**config.mk**
```make
export PLATFORM = sky130hd
export DESIGN_NAME = asr_top
export DESIGN_NICKNAME = d
export VERILOG_FILES = /design/src/inc/asr_pkg.sv /design/src/rtl/asr_fifo.sv /design/src/rtl/asr_top.sv
export VERILOG_INCLUDE_DIRS = /design/src /design/src/inc
export SDC_FILE = /design/constraint.sdc
export NUM_CORES = 1
export LEC_CHECK = 0
export ABC_AREA = 1
export ABC_CLOCK_PERIOD_IN_PS = 5250
export BUFFER_PORTS_ARGS = -buffer_cell sky130_fd_sc_hd__buf_2
export CORE_ASPECT_RATIO = 1.25
export CORE_MARGIN = 8
export CORE_UTILIZATION = 45
export DETAILED_ROUTE_END_ITERATION = 10
export GPL_ROUTABILITY_DRIVEN = 0
export PLACE_DENSITY = 0.7
export SYNTH_ARGS = -nofsm -noshare
export SYNTH_HDL_FRONTEND = slang
export SYNTH_SLANG_ARGS = --single-unit
```
**constraint.sdc**
```tcl
create_clock -name clk -period 5.25 [get_ports clk]
set_input_delay 1.05 -clock clk [delete_from_list [all_inputs] [get_ports clk]]
set_output_delay 1.05 -clock clk [all_outputs]
set_load 0.1 [all_outputs]
```
**src/inc/asr_map.svh**
```systemverilog
// Constants of the asynchronous serial receiver: counts, positions and reset values.
`ifndef ASR_MAP_SVH
`define ASR_MAP_SVH

`define ASR_OVERSAMPLE     16
`define ASR_CNT_W          4
`define ASR_CNT_EDGE       4'h1
`define ASR_CNT_RST        4'h0
`define ASR_MID_FIRST      4'h7
`define ASR_MID_LAST       4'h9
`define ASR_BITS_8         4'h8
`define ASR_BITS_9         4'h9
`define ASR_BITS_RST       4'h0
`define ASR_DATA_W         9
`define ASR_DATA_RST       9'h000
`define ASR_SAMPLES_RST    3'h7
`define ASR_SYNC_RST       2'h3
`define ASR_FIFO_DEPTH     2

`endif

```
**src/inc/asr_pkg.sv**
```systemverilog
// Types shared by the asynchronous serial receiver files.
`include "asr_map.svh"

package asr_pkg;

    typedef enum logic [1:0] {
        ST_IDLE,
        ST_START,
        ST_DATA,
        ST_STOP
    } asr_state_e;

    typedef struct packed {
        logic continuous_receive_enable;
        logic sync_mode_select;
        logic serial_port_enable;
        logic receive_polarity_invert;
        logic nine_bit_mode;
    } asr_ctrl_s;

    typedef struct packed {
        logic                    framing_error;
        logic [`ASR_DATA_W-1:0]  data;
    } asr_char_s;

    typedef struct packed {
        logic [1:0]              line_sync;
        logic                    prev_line;
        logic [`ASR_CNT_W-1:0]   tick_cnt;
        logic [`ASR_CNT_W-1:0]   bit_cnt;
        logic [2:0]              samples;
        logic [`ASR_DATA_W-1:0]  receive_shift_reg;
        logic                    overrun;
        asr_state_e              state;
    } asr_rx_st_s;

endpackage

```
**src/rtl/asr_fifo.sv**
```systemverilog
// Parameterised first-in first-out buffer with valid and ready on both sides.
`timescale 1ns/10ps
module asr_fifo #(
    parameter int WIDTH = 10,
    parameter int DEPTH = 16
) (
    input  wire logic             clk,
    input  wire logic             resetn,
    input  wire logic             in_valid,
    output logic                  in_ready,
    input  wire logic [WIDTH-1:0] in_data,
    output logic                  out_valid,
    input  wire logic             out_ready,
    output logic [WIDTH-1:0]      out_data
);
    localparam int PW = (DEPTH > 1) ? $clog2(DEPTH) : 1;
    localparam int CW = $clog2(DEPTH + 1);

    typedef struct packed {
        logic [PW-1:0] rptr;
        logic [PW-1:0] wptr;
        logic [CW-1:0] count;
    } asr_fifo_st_s;

    asr_fifo_st_s           q;
    asr_fifo_st_s           d;
    logic [WIDTH-1:0]       mem [DEPTH];
    logic                   push;
    logic                   pop;

    function automatic logic [PW-1:0] next_ptr(input logic [PW-1:0] p);
        if (p == PW'(DEPTH - 1)) begin
            return '0;
        end
        return p + PW'(1);
    endfunction

    assign in_ready  = (q.count != CW'(DEPTH));
    assign out_valid = (q.count != '0);
    assign push      = in_valid & in_ready;
    assign pop       = out_valid & out_ready;
    assign out_data  = mem[q.rptr];

    always_comb begin
        d = q;
        if (push) begin
            d.wptr = next_ptr(q.wptr);
        end
        if (pop) begin
            d.rptr = next_ptr(q.rptr);
        end
        if (push && !pop) begin
            d.count = q.count + CW'(1);
        end else if (pop && !push) begin
            d.count = q.count - CW'(1);
        end
    end

    always_ff @(posedge clk or negedge resetn) begin
        if (!resetn) begin
            q <= '0;
        end else begin
            q <= d;
        end
    end

    // The storage holds no control state, so it needs no reset.
    always_ff @(posedge clk) begin
        if (push) begin
            mem[q.wptr] <= in_data;
        end
    end
endmodule

```
**src/rtl/asr_top.sv**
```systemverilog
// Asynchronous serial receiver: start detection, oversampled bit recovery and character FIFO.
//
// What this block does
// RULE_01 - Line oversampled sixteen times, shifter per bit.
// RULE_02 - Finished eight or nine bit character enters FIFO.
// RULE_03 - Two characters buffered while a third shifts.
// RULE_04 - Characters reachable only through receive data register.
// RULE_05 - Reception needs receive enable, async mode, port enable.
// RULE_06 - Falling edge starts character; start bit is zero.
// RULE_07 - Half bit check; high start aborts silently.
// RULE_08 - Each data bit majority sampled at centre.
// RULE_09 - Stop bit sampled; zero sets framing error.
// RULE_10 - After stop, push character and raise flag.
// RULE_11 - Reading data register pops oldest character.
// RULE_12 - Polarity invert makes idle and data low-true.
// RULE_13 - Polarity invert acts only in asynchronous mode.
// RULE_14 - Full FIFO on completion sets sticky overrun.
// RULE_15 - Receive flag stays while FIFO holds characters.
`timescale 1ns/10ps
`include "asr_map.svh"
module asr_top
    import asr_pkg::*;
(
    input  wire logic      clk,
    input  wire logic      resetn,
    input  wire logic      receive_line,
    input  wire logic      baud_x16_tick,
    input  wire asr_ctrl_s ctrl,
    input  wire logic      overrun_clear,
    input  wire logic      receive_data_read,
    output asr_char_s      receive_data_reg,
    output logic           receive_interrupt_flag,
    output logic           overrun_error,
    output logic           receiver_busy
);
    asr_rx_st_s             q;
    asr_rx_st_s             d;
    logic                   rx_enable;
    logic                   line;
    logic                   in_window;
    logic                   decide;
    logic                   vote;
    logic [`ASR_CNT_W-1:0]  bits_needed;
    logic                   push_valid;
    logic                   push_ready;
    asr_char_s              push_char;
    logic                   fifo_valid;

    // Majority of the two earlier centre samples and the present one.
    function automatic logic maj3(input logic [2:0] s);
        return (s[0] & s[1]) | (s[0] & s[2]) | (s[1] & s[2]);
    endfunction

    // Eight-bit characters sit in the upper bits after an LSB-first shift, so
    // they are moved down to the low end on the way into the FIFO.
    function automatic logic [`ASR_DATA_W-1:0] align_char(
        input logic [`ASR_DATA_W-1:0] sr,
        input logic                   nine
    );
        if (nine) begin
            return sr;
        end
        return {1'b0, sr[`ASR_DATA_W-1:1]};
    endfunction

    assign rx_enable   = ctrl.continuous_receive_enable & ~ctrl.sync_mode_select
                         & ctrl.serial_port_enable; // RULE_05
    assign line        = q.line_sync[1] ^ (ctrl.receive_polarity_invert
                         & ~ctrl.sync_mode_select); // RULE_12 RULE_13
    assign in_window   = (q.tick_cnt >= `ASR_MID_FIRST) && (q.tick_cnt <= `ASR_MID_LAST);
    assign decide      = baud_x16_tick && (q.tick_cnt == `ASR_MID_LAST);
    assign vote        = maj3({q.samples[1:0], line}); // RULE_08
    assign bits_needed = ctrl.nine_bit_mode ? `ASR_BITS_9 : `ASR_BITS_8; // RULE_02

    always_comb begin
        d          = q;
        push_valid = 1'b0;
        push_char  = '0;
        // Only the second stage is looked at; the first one may be metastable.
        d.line_sync = {q.line_sync[0], receive_line};
        if (baud_x16_tick) begin
            d.prev_line = line;
            d.tick_cnt  = q.tick_cnt + `ASR_CNT_EDGE; // RULE_01
            if (in_window) begin
                d.samples = {q.samples[1:0], line};
            end
        end
        case (q.state)
            ST_IDLE: begin
                if (baud_x16_tick && q.prev_line && !line && !q.overrun) begin
                    d.state    = ST_START; // RULE_06
                    d.tick_cnt = `ASR_CNT_EDGE;
                    d.samples  = `ASR_SAMPLES_RST;
                end
            end
            ST_START: begin
                if (decide) begin
                    if (!vote) begin
                        d.state   = ST_DATA;
                        d.bit_cnt = `ASR_BITS_RST;
                    end else begin
                        d.state = ST_IDLE; // RULE_07
                    end
                end
            end
            ST_DATA: begin
                // The counter wraps after sixteen ticks, so the next decision falls
                // one full bit time later without reloading it.
                if (decide) begin
                    d.receive_shift_reg = {vote, q.receive_shift_reg[`ASR_DATA_W-1:1]};
                    d.bit_cnt           = q.bit_cnt + `ASR_CNT_EDGE; // RULE_08
                    if (q.bit_cnt + `ASR_CNT_EDGE == bits_needed) begin
                        d.state = ST_STOP;
                    end
                end
            end
            ST_STOP: begin
                if (decide) begin
                    push_valid              = 1'b1; // RULE_10 RULE_02
                    push_char.framing_error = ~vote; // RULE_09
                    push_char.data          = align_char(q.receive_shift_reg,
                                                         ctrl.nine_bit_mode);
                    d.state                 = ST_IDLE;
                end
            end
            default: begin
                d.state = ST_IDLE;
            end
        endcase
        if (!rx_enable) begin
            d.state = ST_IDLE;
        end
        // Clearing receive enable also clears overrun, as does the explicit clear.
        if (overrun_clear || !ctrl.continuous_receive_enable) begin
            d.overrun = 1'b0;
        end
        // A character lost in the clearing cycle still raises overrun.
        if (push_valid && !push_ready) begin
            d.overrun = 1'b1; // RULE_14
        end
    end

    always_ff @(posedge clk or negedge resetn) begin
        if (!resetn) begin
            q.line_sync         <= `ASR_SYNC_RST;
            q.prev_line         <= 1'b1;
            q.tick_cnt          <= `ASR_CNT_RST;
            q.bit_cnt           <= `ASR_BITS_RST;
            q.samples           <= `ASR_SAMPLES_RST;
            q.receive_shift_reg <= `ASR_DATA_RST;
            q.overrun           <= 1'b0;
            q.state             <= ST_IDLE;
        end else begin
            q <= d;
        end
    end

    // The shift register keeps working while the FIFO is full, which gives
    // room for a third character before software must act.
    asr_fifo #(
        .WIDTH ($bits(asr_char_s)),
        .DEPTH (`ASR_FIFO_DEPTH)
    ) u_fifo (
        .clk       (clk),
        .resetn    (resetn),
        .in_valid  (push_valid),
        .in_ready  (push_ready),
        .in_data   (push_char),
        .out_valid (fifo_valid),
        .out_ready (receive_data_read), // RULE_11 RULE_04
        .out_data  (receive_data_reg)
    ); // RULE_03

    assign receive_interrupt_flag = fifo_valid; // RULE_15
    assign overrun_error          = q.overrun;
    assign receiver_busy          = (q.state != ST_IDLE);

    AST_DISABLED_IDLE: assert property (@(posedge clk) disable iff (!resetn) // RULE_05
        !rx_enable |=> (q.state == ST_IDLE))
        else $error("Receiver active while disabled.");

    AST_START_ON_FALL: assert property (@(posedge clk) disable iff (!resetn) // RULE_06
        (q.state == ST_IDLE) ##1 (q.state == ST_START) |-> $past(q.prev_line) && !$past(line))
        else $error("Start entered without a falling edge.");

    AST_FALSE_START: assert property (@(posedge clk) disable iff (!resetn) // RULE_07
        (q.state == ST_START) && decide && vote && rx_enable
        |-> !push_valid ##1 (q.state == ST_IDLE) && $stable(q.overrun))
        else $error("False start not dropped silently.");

    AST_HALF_BIT: assert property (@(posedge clk) disable iff (!resetn) // RULE_07
        (q.state == ST_START) && decide |-> (q.tick_cnt == `ASR_MID_LAST) && baud_x16_tick)
        else $error("Start check off its half bit point.");

    AST_SHIFT_IN: assert property (@(posedge clk) disable iff (!resetn) // RULE_08
        (q.state == ST_DATA) && decide && rx_enable
        |=> q.receive_shift_reg[8] == $past(vote)
        && q.bit_cnt == $past(q.bit_cnt) + `ASR_CNT_EDGE)
        else $error("Data bit not shifted in.");

    AST_BIT_COUNT: assert property (@(posedge clk) disable iff (!resetn) // RULE_02
        $rose(q.state == ST_STOP) |-> (q.bit_cnt == bits_needed))
        else $error("Wrong number of data bits before stop.");

    AST_FRAMING: assert property (@(posedge clk) disable iff (!resetn) // RULE_09
        push_valid |-> (push_char.framing_error == !vote) && (q.state == ST_STOP))
        else $error("Framing error does not follow stop sample.");

    AST_FLAG_SET: assert property (@(posedge clk) disable iff (!resetn) // RULE_10
        push_valid && push_ready |=> receive_interrupt_flag)
        else $error("Receive flag not set after a stored character.");

    AST_OVERRUN: assert property (@(posedge clk) disable iff (!resetn) // RULE_14
        push_valid && !push_ready |=> overrun_error ##1 (overrun_error
        || $past(overrun_clear) || !$past(ctrl.continuous_receive_enable)))
        else $error("Overrun not raised or not held.");

    AST_OVR_NO_START: assert property (@(posedge clk) disable iff (!resetn) // RULE_14
        q.overrun && (q.state == ST_IDLE) |=> (q.state == ST_IDLE))
        else $error("Reception resumed during overrun.");

    AST_FLAG_LAST_READ: assert property (@(posedge clk) disable iff (!resetn) // RULE_15
        receive_interrupt_flag && receive_data_read && !push_valid
        ##1 receive_interrupt_flag && receive_data_read && !push_valid
        |=> !receive_interrupt_flag)
        else $error("Receive flag left set after two-entry FIFO drained.");

    AST_TICK_STILL: assert property (@(posedge clk) disable iff (!resetn) // RULE_01
        !baud_x16_tick
        |=> $stable(q.tick_cnt))
        else $error("Bit timing moved without a tick.");

    AST_TICK_STEP: assert property (@(posedge clk) disable iff (!resetn) // RULE_01
        baud_x16_tick && (q.state != ST_IDLE)
        |=> (q.tick_cnt == $past(q.tick_cnt) + `ASR_CNT_EDGE))
        else $error("Bit timing skipped a tick.");

    AST_START_LOAD: assert property (@(posedge clk) disable iff (!resetn) // RULE_07
        $rose(q.state == ST_START)
        |-> (q.tick_cnt == `ASR_CNT_EDGE) && (q.samples == `ASR_SAMPLES_RST))
        else $error("Start check not timed from the edge.");

    AST_START_WAIT: assert property (@(posedge clk) disable iff (!resetn) // RULE_07
        (q.state == ST_START) && !decide && rx_enable
        |=> (q.state == ST_START))
        else $error("Start bit left before its centre.");

    AST_START_TO_DATA: assert property (@(posedge clk) disable iff (!resetn) // RULE_08
        (q.state == ST_START) && decide && !vote && rx_enable
        |=> (q.state == ST_DATA) && (q.bit_cnt == `ASR_BITS_RST))
        else $error("Valid start bit not followed by data.");

    AST_DATA_WAIT: assert property (@(posedge clk) disable iff (!resetn) // RULE_08
        (q.state == ST_DATA) && !decide && rx_enable
        |=> (q.state == ST_DATA) && $stable(q.receive_shift_reg))
        else $error("Data bit taken away from its centre.");

    AST_DATA_TO_STOP: assert property (@(posedge clk) disable iff (!resetn) // RULE_02
        (q.state == ST_DATA) && decide && rx_enable
        && (q.bit_cnt == bits_needed - `ASR_CNT_EDGE)
        |=> (q.state == ST_STOP))
        else $error("Stop bit not awaited after the last data bit.");

    AST_STOP_WAIT: assert property (@(posedge clk) disable iff (!resetn) // RULE_09
        (q.state == ST_STOP) && !decide && rx_enable
        |=> (q.state == ST_STOP))
        else $error("Stop bit left before its centre.");

    AST_STOP_TO_IDLE: assert property (@(posedge clk) disable iff (!resetn) // RULE_10
        (q.state == ST_STOP) && decide
        |=> (q.state == ST_IDLE))
        else $error("Receiver not idle after the stop bit.");

    AST_PUSH_AT_STOP: assert property (@(posedge clk) disable iff (!resetn) // RULE_10
        push_valid
        |-> (q.state == ST_STOP) && decide)
        else $error("Character stored away from the stop centre.");

    AST_ONE_PUSH: assert property (@(posedge clk) disable iff (!resetn) // RULE_02
        push_valid
        |=> !push_valid)
        else $error("One character stored twice.");

    AST_ALIGN_8: assert property (@(posedge clk) disable iff (!resetn) // RULE_02
        push_valid && !ctrl.nine_bit_mode
        |-> (push_char.data == {1'b0, q.receive_shift_reg[8:1]}))
        else $error("Eight-bit character not aligned low.");

    AST_ALIGN_9: assert property (@(posedge clk) disable iff (!resetn) // RULE_02
        push_valid && ctrl.nine_bit_mode
        |-> (push_char.data == q.receive_shift_reg))
        else $error("Nine-bit character altered on storing.");

    AST_DISABLED_NO_PUSH: assert property (@(posedge clk) disable iff (!resetn) // RULE_05
        !rx_enable
        |=> !push_valid)
        else $error("Character stored while disabled.");

    AST_IDLE_NEEDS_TICK: assert property (@(posedge clk) disable iff (!resetn) // RULE_06
        (q.state == ST_IDLE) && !baud_x16_tick
        |=> (q.state == ST_IDLE))
        else $error("Start taken between ticks.");

    AST_IDLE_NO_EDGE: assert property (@(posedge clk) disable iff (!resetn) // RULE_06
        (q.state == ST_IDLE) && !(q.prev_line && !line)
        |=> (q.state == ST_IDLE))
        else $error("Start taken without a falling edge.");

    AST_THIRD_START: assert property (@(posedge clk) disable iff (!resetn) // RULE_03
        (q.state == ST_IDLE) && !push_ready && !q.overrun && rx_enable && baud_x16_tick
        && q.prev_line && !line
        |=> (q.state == ST_START))
        else $error("Third character not started while buffer full.");

    AST_POL_TRUE: assert property (@(posedge clk) disable iff (!resetn) // RULE_12
        !ctrl.receive_polarity_invert
        |-> (line == q.line_sync[1]))
        else $error("Line inverted without the polarity control.");

    AST_POL_INVERT: assert property (@(posedge clk) disable iff (!resetn) // RULE_12
        ctrl.receive_polarity_invert && !ctrl.sync_mode_select
        |-> (line != q.line_sync[1]))
        else $error("Polarity control did not invert the line.");

    AST_POL_SYNC: assert property (@(posedge clk) disable iff (!resetn) // RULE_13
        ctrl.sync_mode_select
        |-> (line == q.line_sync[1]))
        else $error("Polarity control acted in synchronous mode.");

    AST_OVR_HOLD: assert property (@(posedge clk) disable iff (!resetn) // RULE_14
        q.overrun && !overrun_clear && ctrl.continuous_receive_enable
        |=> q.overrun)
        else $error("Overrun dropped without a clear.");

    AST_OVR_ONLY_LOSS: assert property (@(posedge clk) disable iff (!resetn) // RULE_14
        !q.overrun && !(push_valid && !push_ready)
        |=> !q.overrun)
        else $error("Overrun raised without a lost character.");

    AST_OVR_CLEAR: assert property (@(posedge clk) disable iff (!resetn) // RULE_14
        overrun_clear && !(push_valid && !push_ready)
        |=> !q.overrun)
        else $error("Overrun survived its clear.");

    AST_FLAG_HOLD: assert property (@(posedge clk) disable iff (!resetn) // RULE_15
        receive_interrupt_flag && !receive_data_read
        |=> receive_interrupt_flag)
        else $error("Receive flag dropped without a read.");

    AST_FLAG_NEEDS_PUSH: assert property (@(posedge clk) disable iff (!resetn) // RULE_15
        !receive_interrupt_flag && !push_valid
        |=> !receive_interrupt_flag)
        else $error("Receive flag raised without a character.");

    AST_HEAD_STABLE: assert property (@(posedge clk) disable iff (!resetn) // RULE_11
        receive_interrupt_flag && !receive_data_read
        |=> $stable(receive_data_reg))
        else $error("Oldest character changed without a read.");
endmodule

```
==> flow_metrics.tcl, run 1 <==
set metrics [dict create \
    maxSlewViolCount 0 \
    worstPathRequired_ps 4200 \
    insertion_delay_ps 300 \
    status "complete, no violations" \
    critPathMaxStageDelay_ps 500 \
    final_layout_size_suffix_gt1_share_pct 18.5 \
    wl_per_cell_microns 11.4 \
    grt_max_degree 30 \
    num_io_pins 24 \
    vdd_drop_max_mv 0.257 \
    crit_slowest_cell "dfrtp_1" \
    path_buf_inv 2 \
    start_kind "flop" \
    seq_area_sq_um 1330 \
    grt_overflow 0 \
    p_sw_share_pct 47.8 \
    multi_input_area_sq_um 887 \
    p_sw_w 0.000642 \
    final_core_util_pct 52.4 \
    power_density_nw_per_um2 505 \
    dpl.hpwl_microns 3040 \
    drt_iter0_markers 80 \
    yosysUniqueCellTypes 32 \
    finalCritPeriodShare_pct 52.6 \
    dieArea_sq_um 7900 \
    grt_pass1_wl_microns 7380 \
    synth_seq_cells 49 \
    final_cell_mix "nand2_1 (84), nor2_1 (29), inv_1 (28)" \
    p_int_w 0.000702 \
    path_class "reg -> out" \
    fin_worst_skew_ps 5.41 \
    critPathArrivalTime_ps 1710 \
    fin_cells 354 \
    critPathMostFrequentCell "nand2_1" \
    htreeDepth 2 \
    numCtsBuffers 5 \
    power_frac_seq_pct 36.0 \
    holdCritPathClass "reg -> reg" \
    cts_setup_buffers 0 \
    cts_resized 0 \
    endpoint_kind "output port" \
    dp.cells 346 \
    numClockSinks 49 \
    ctsHoldBuffers 0 \
    vias 1702 \
    nFillCells 471 \
    layout_commonest_cell "nand2_1" \
    seq_area_frac_synth_pct 55.9 \
    cap_violations 0 \
    setup_tns_ps 0 \
    min_period_ps 2760 \
    ys.warnings.count 0 \
    worst_slew_pin_slew_ps 796 \
    viasPerCell 4.81 \
    layout.nets 307 \
    row_count 29 \
    synth_area_per_cell_sq_um 8.93 \
    clockRootBuffer "clkbuf_8" \
    start_util_pct 46.9 \
    clk_transition_reported_paths_ps 90 \
    diodes 0 \
    ant_nets 0 \
    synth_area_sq_um 2380 \
    maxSlewHeadroom_pct 46.7 \
    p_clk_share_pct 20.6 \
    hold_viol_final 0 \
    synthCells 267 \
    setup_viol 0 \
    synth_nets 283 \
    die_y_microns 97.4 \
    clk_path_buf_depth 2 \
    coreArea_sq_um 5080 \
    die_w_microns 81.1 \
    antenna_found_initial 0 \
    path_max_fanout 11 \
    p_leak_nw 1.29 \
    io_buffers 23 \
    drc_errors 0 \
    cp_top_family "buffers and inverters" \
    grt_pass1_vias 1790 \
    grt_setup_unrepaired "no" \
    synthToLayoutAreaGrowth_pct 11.6 \
    drtPass1Iterations 4 \
    path_cells "inv_1, nand2_1, nand2_1, buf_2" \
    combPwrFrac_pct 43.4 \
    grt_usage_pct 11.4 \
    drt_wl_total_microns 4020 \
    tritoncts "done" \
    fmax_mhz 362 \
]
[state kept, by name (all words and copies together), names as in the netlist]
| register | flops |
|---|---|
| u_fifo.mem | 20 |
| q | 23 |
| overrun_error | 1 |
| u_fifo.q | 4 |
| d | 1 |
[final cells by class]
type                            count  share of cell area (%)
Sequential cell                    49                    50.1
Multi-Input combinational cell    178                    33.3
Inverter                           34                    4.80
Timing Repair Buffer               23                    4.33
Clock buffer                        6                    3.10
Tap cell                           62                    2.92
Clock inverter                      2                    1.41
[worst register-to-register path: stages (launching register included)]
cell     delay [ps]
dfrtp_1         390
inv_1           120
ha_1            230
nand4_4         190
nor3_4          220
o21ai_2         120
nor2_1          620
[synth_stat cells (all sizes together)]
cell	n	area [sq um]
nand2	85	322
inv	34	128
nor2	32	146
dfrtp	24	601
edfxtp	20	601
o21ai	14	73.8
nand3	13	70.1
a21oi	12	63.8
dfstp	5	131
ha	5	62.6
xor2	5	43.8
buf	4	28.8
nand4	4	40.0
nor3	4	36.3
clkbuf	2	7.51
or2	2	12.5
a211oi	1	7.51
xnor2	1	8.76
[power by group through the flow]
stage          clock (W)  sequential, W  combinational (W)
6_report        0.000277       0.000484           0.000583
2_1_floorplan          0       0.000474           0.000514
3_3_place_gp           0       0.000491           0.000579
4_1_cts         0.000284       0.000484           0.000589
3_5_place_dp           0       0.000492           0.000588
5_1_grt         0.000298       0.000490           0.000628
[logic make-up (layout without fill, tap and decap cells)]
| family | count (synthesis) | in the layout | share of synthesized area, % |
|---|---|---|---|
| buf+inv | 40 | 65 | 6.88 |
| compound gates | 27 | 27 | 6.09 |
| flops | 49 | 49 | 55.9 |
| simple gates | 140 | 140 | 26.3 |
| xor+xnor | 6 | 6 | 2.20 |
| fa+ha+maj | 5 | 5 | 2.62 |
[path summary, 6_finish.rpt]
path / cells past startpoint / to / from / slack [ps]
max: 4 / receive_data_reg[7] / u_fifo.q[3] / 2490
min: 0 / q[25] / d[25] / 360
max reg2reg: 6 / u_fifo.mem[0][5] / q[20] / 3000
min reg2reg: 0 / q[25] / d[25] / 360
max in group asynchronous: 1 / q[4] / resetn / 4030
min in group asynchronous: 1 / q[19] / resetn / 780
[per-layer routing]
| layer | global-route usage [%] | wire (microns) | up-vias |
|---|---|---|---|
| met5 | 0 | 0 | - |
| met4 | 4.55 | 67 | 0 |
| met3 | 3.52 | 195 | 6 |
| met2 | 19.5 | 2030 | 25 |
| met1 | 12.5 | 1730 | 781 |
| li1 | - | - | 890 |
[through the flow]
| stage | cell area (sq um) | power [W] | hold slack [ps] | setup WS (ps) |
|---|---|---|---|---|
| floorplan | 2380 | 0.000989 | 345 | 2790 |
| global placement | 2540 | 0.00107 | 347 | 2520 |
| detailed placement | 2540 | 0.00108 | 347 | 2470 |
| CTS | 2660 | 0.00136 | 361 | 2460 |
| finish | 2660 | 0.00134 | 359 | 2490 |
| global route | 2660 | 0.00142 | 364 | 2380 |
Note: power is estimated with default switching activity, not from simulation.
==> run 2: changes to the inputs <==
--- a/config.mk
+++ b/config.mk
@@ -7,7 +7,7 @@
 export NUM_CORES = 1
 export LEC_CHECK = 0
 export ABC_AREA = 1
-export ABC_CLOCK_PERIOD_IN_PS = 5250
+export ABC_CLOCK_PERIOD_IN_PS = 2800
 export BUFFER_PORTS_ARGS = -buffer_cell sky130_fd_sc_hd__buf_2
 export CORE_ASPECT_RATIO = 1.25
 export CORE_MARGIN = 8
==> constraint.sdc (replaced) <==
create_clock -name clk -period 2.8 [get_ports clk]
set_input_delay 0.56 -clock clk [delete_from_list [all_inputs] [get_ports clk]]
set_output_delay 0.56 -clock clk [all_outputs]
set_load 0.1 [all_outputs]
==> flow_metrics.tcl, run 2 (synthesized netlist as in run 1, its figures left out) <==
set metrics [dict create \
    start_util_pct 46.9 \
    die_w_microns 81.1 \
    wl_per_cell_microns 11.1 \
    clk_transition_reported_paths_ps 90 \
    diodes 0 \
    io_buffers 23 \
    finalCritPeriodShare_pct 80.7 \
    clk_path_buf_depth 2 \
    drc_errors 0 \
    vdd_drop_max_mv 0.375 \
    maxSlewHeadroom_pct 56.3 \
    cap_violations 0 \
    stdcell_area_sq_um 2640 \
    ant_nets 0 \
    grt_setup_unrepaired "no" \
    crit_start "u_fifo.q[3]" \
    numClockSinks 49 \
    start_kind "flop" \
    status "complete, no violations" \
    grt_pass1_wl_microns 7380 \
    tritoncts "done" \
    p_leak_nw 1.28 \
    row_count 29 \
    worstPathRequired_ps 2240 \
    seq_area_sq_um 1330 \
    preCtsSetupSlack_ps 719 \
    antenna_found_initial 0 \
    worst_slew_pin_slew_ps 656 \
    endpoint_kind "output port" \
    multi_input_area_sq_um 887 \
    critPathMostFrequentCell "nand2_1" \
    setup_viol 0 \
    grt_max_degree 30 \
    top_register "q" \
    grt_overflow 0 \
    path_cells "inv_1, nand2_1, nand2_1, buf_2" \
    routed.top_layer "met4" \
    drt_iter0_markers 88 \
    insertion_delay_ps 300 \
    viasPerCell 4.84 \
    path_buf_inv 2 \
    met3WireLength_microns 201 \
    ctsHoldBuffers 0 \
    numCtsBuffers 5 \
    drt_wl_total_microns 3970 \
    maxSlewViolCount 0 \
    final_cell_mix "nand2_1 (84), nor2_1 (29), inv_1 (28)" \
    final_layout_size_suffix_gt1_share_pct 19.0 \
    placed_cell_area_sq_um 2550 \
    layout.nets 309 \
    dpl.hpwl_microns 3030 \
    crit_slowest_cell "dfrtp_1" \
    drtPass1Iterations 4 \
    layout_commonest_cell "nand2_1" \
    cts_resized 0 \
    grt_pass1_vias 1758 \
    reg_top3 "q x23, u_fifo.mem x20, u_fifo.q x4" \
    setup_tns_ps 0 \
    hold_viol_final 0 \
    critPathMaxStageDelay_ps 500 \
    wl_met2_microns 2020 \
    coreArea_sq_um 5080 \
    die_y_microns 97.4 \
    vias 1723 \
    cts_setup_buffers 0 \
    grt_usage_pct 11.3 \
    power_density_nw_per_um2 905 \
    fin_worst_skew_ps 6.25 \
    r2r_start "q[20]" \
    htreeDepth 2 \
    fin_hold_ws_ps 283 \
    synthToLayoutAreaGrowth_pct 10.8 \
    m1WireLength_microns 1690 \
    num_io_pins 24 \
    critPathArrivalTime_ps 1700 \
    worst_slack_ps 540 \
    dieArea_sq_um 7900 \
    min_period_ps 2260 \
    path_class "reg -> out" \
    clockRootBuffer "clkbuf_8" \
    largest_reg_flops 23 \
    fmax_mhz 442 \
    path_max_fanout 11 \
    holdCritPathClass "in -> async" \
    nFillCells 487 \
    p_total_w 0.00239 \
    cp_top_family "buffers and inverters" \
]
run 2: cell count changes in the layout (fill, tap and decap cells not counted), sizes merged:
cell	change
clkbuf	-1
clkinvlp	+1
bufinv	-1
clkinv	+1
buf	+2
run 2: worst paths after layout:
path / to / slack (ps) / cells past startpoint
min reg2reg: q[25] / 360 / 0
max in group asynchronous: u_fifo.q[3] / 2090 / 1
min in group clk: d[25] / 350 / 1
min: q[20] / 280 / 1
max: receive_data_reg[6] / 540 / 4
max reg2reg: u_fifo.q[1] / 750 / 10
run 2: metrics by stage:
stage / cells / utilization [%]
6_report: 356 / 52.0
5_1_grt: 356 / 52.0
4_1_cts: 356 / 52.0
3_5_place_dp: 348 / 50.3
3_3_place_gp: 348 / 50.3
2_1_floorplan: 267 / -
run 2: power breakdown:
group          leakage (nW)  internal, W  switching, W
clock network        0.0401     0.000172      0.000224
registers             0.475     0.000829     0.0000821
logic                 0.764     0.000196      0.000887
total                  1.28      0.00120       0.00119
run 2: area by class of cell:
| cell class | count | area share, % |
|---|---|---|
| sequential | 49 | 50.5 |
| multi-input combinational | 178 | 33.6 |
| tap | 62 | 2.94 |
| timing repair buffer | 25 | 4.93 |
| clock buffer | 5 | 2.61 |
| clock inverter | 3 | 0.663 |
| inverter | 34 | 4.83 |
run 2: worst reg2reg max path, cell delays in order (launching register included):
cell and delay (ps):
dfrtp_1 390, inv_1 110, ha_1 230, nand4_4 190, nor3_4 210, o21ai_2 120, inv_1 70, ha_1 240
a21oi_1 110, o21ai_0 110, xor2_1 150
run 2: layer usage:
metal / vias up / track usage [%]
met4: 0 / 4.00
met1: 796 / 12.6
li1: 896 / -
met2: 25 / 19.4
met5: - / 0
met3: 6 / 3.52
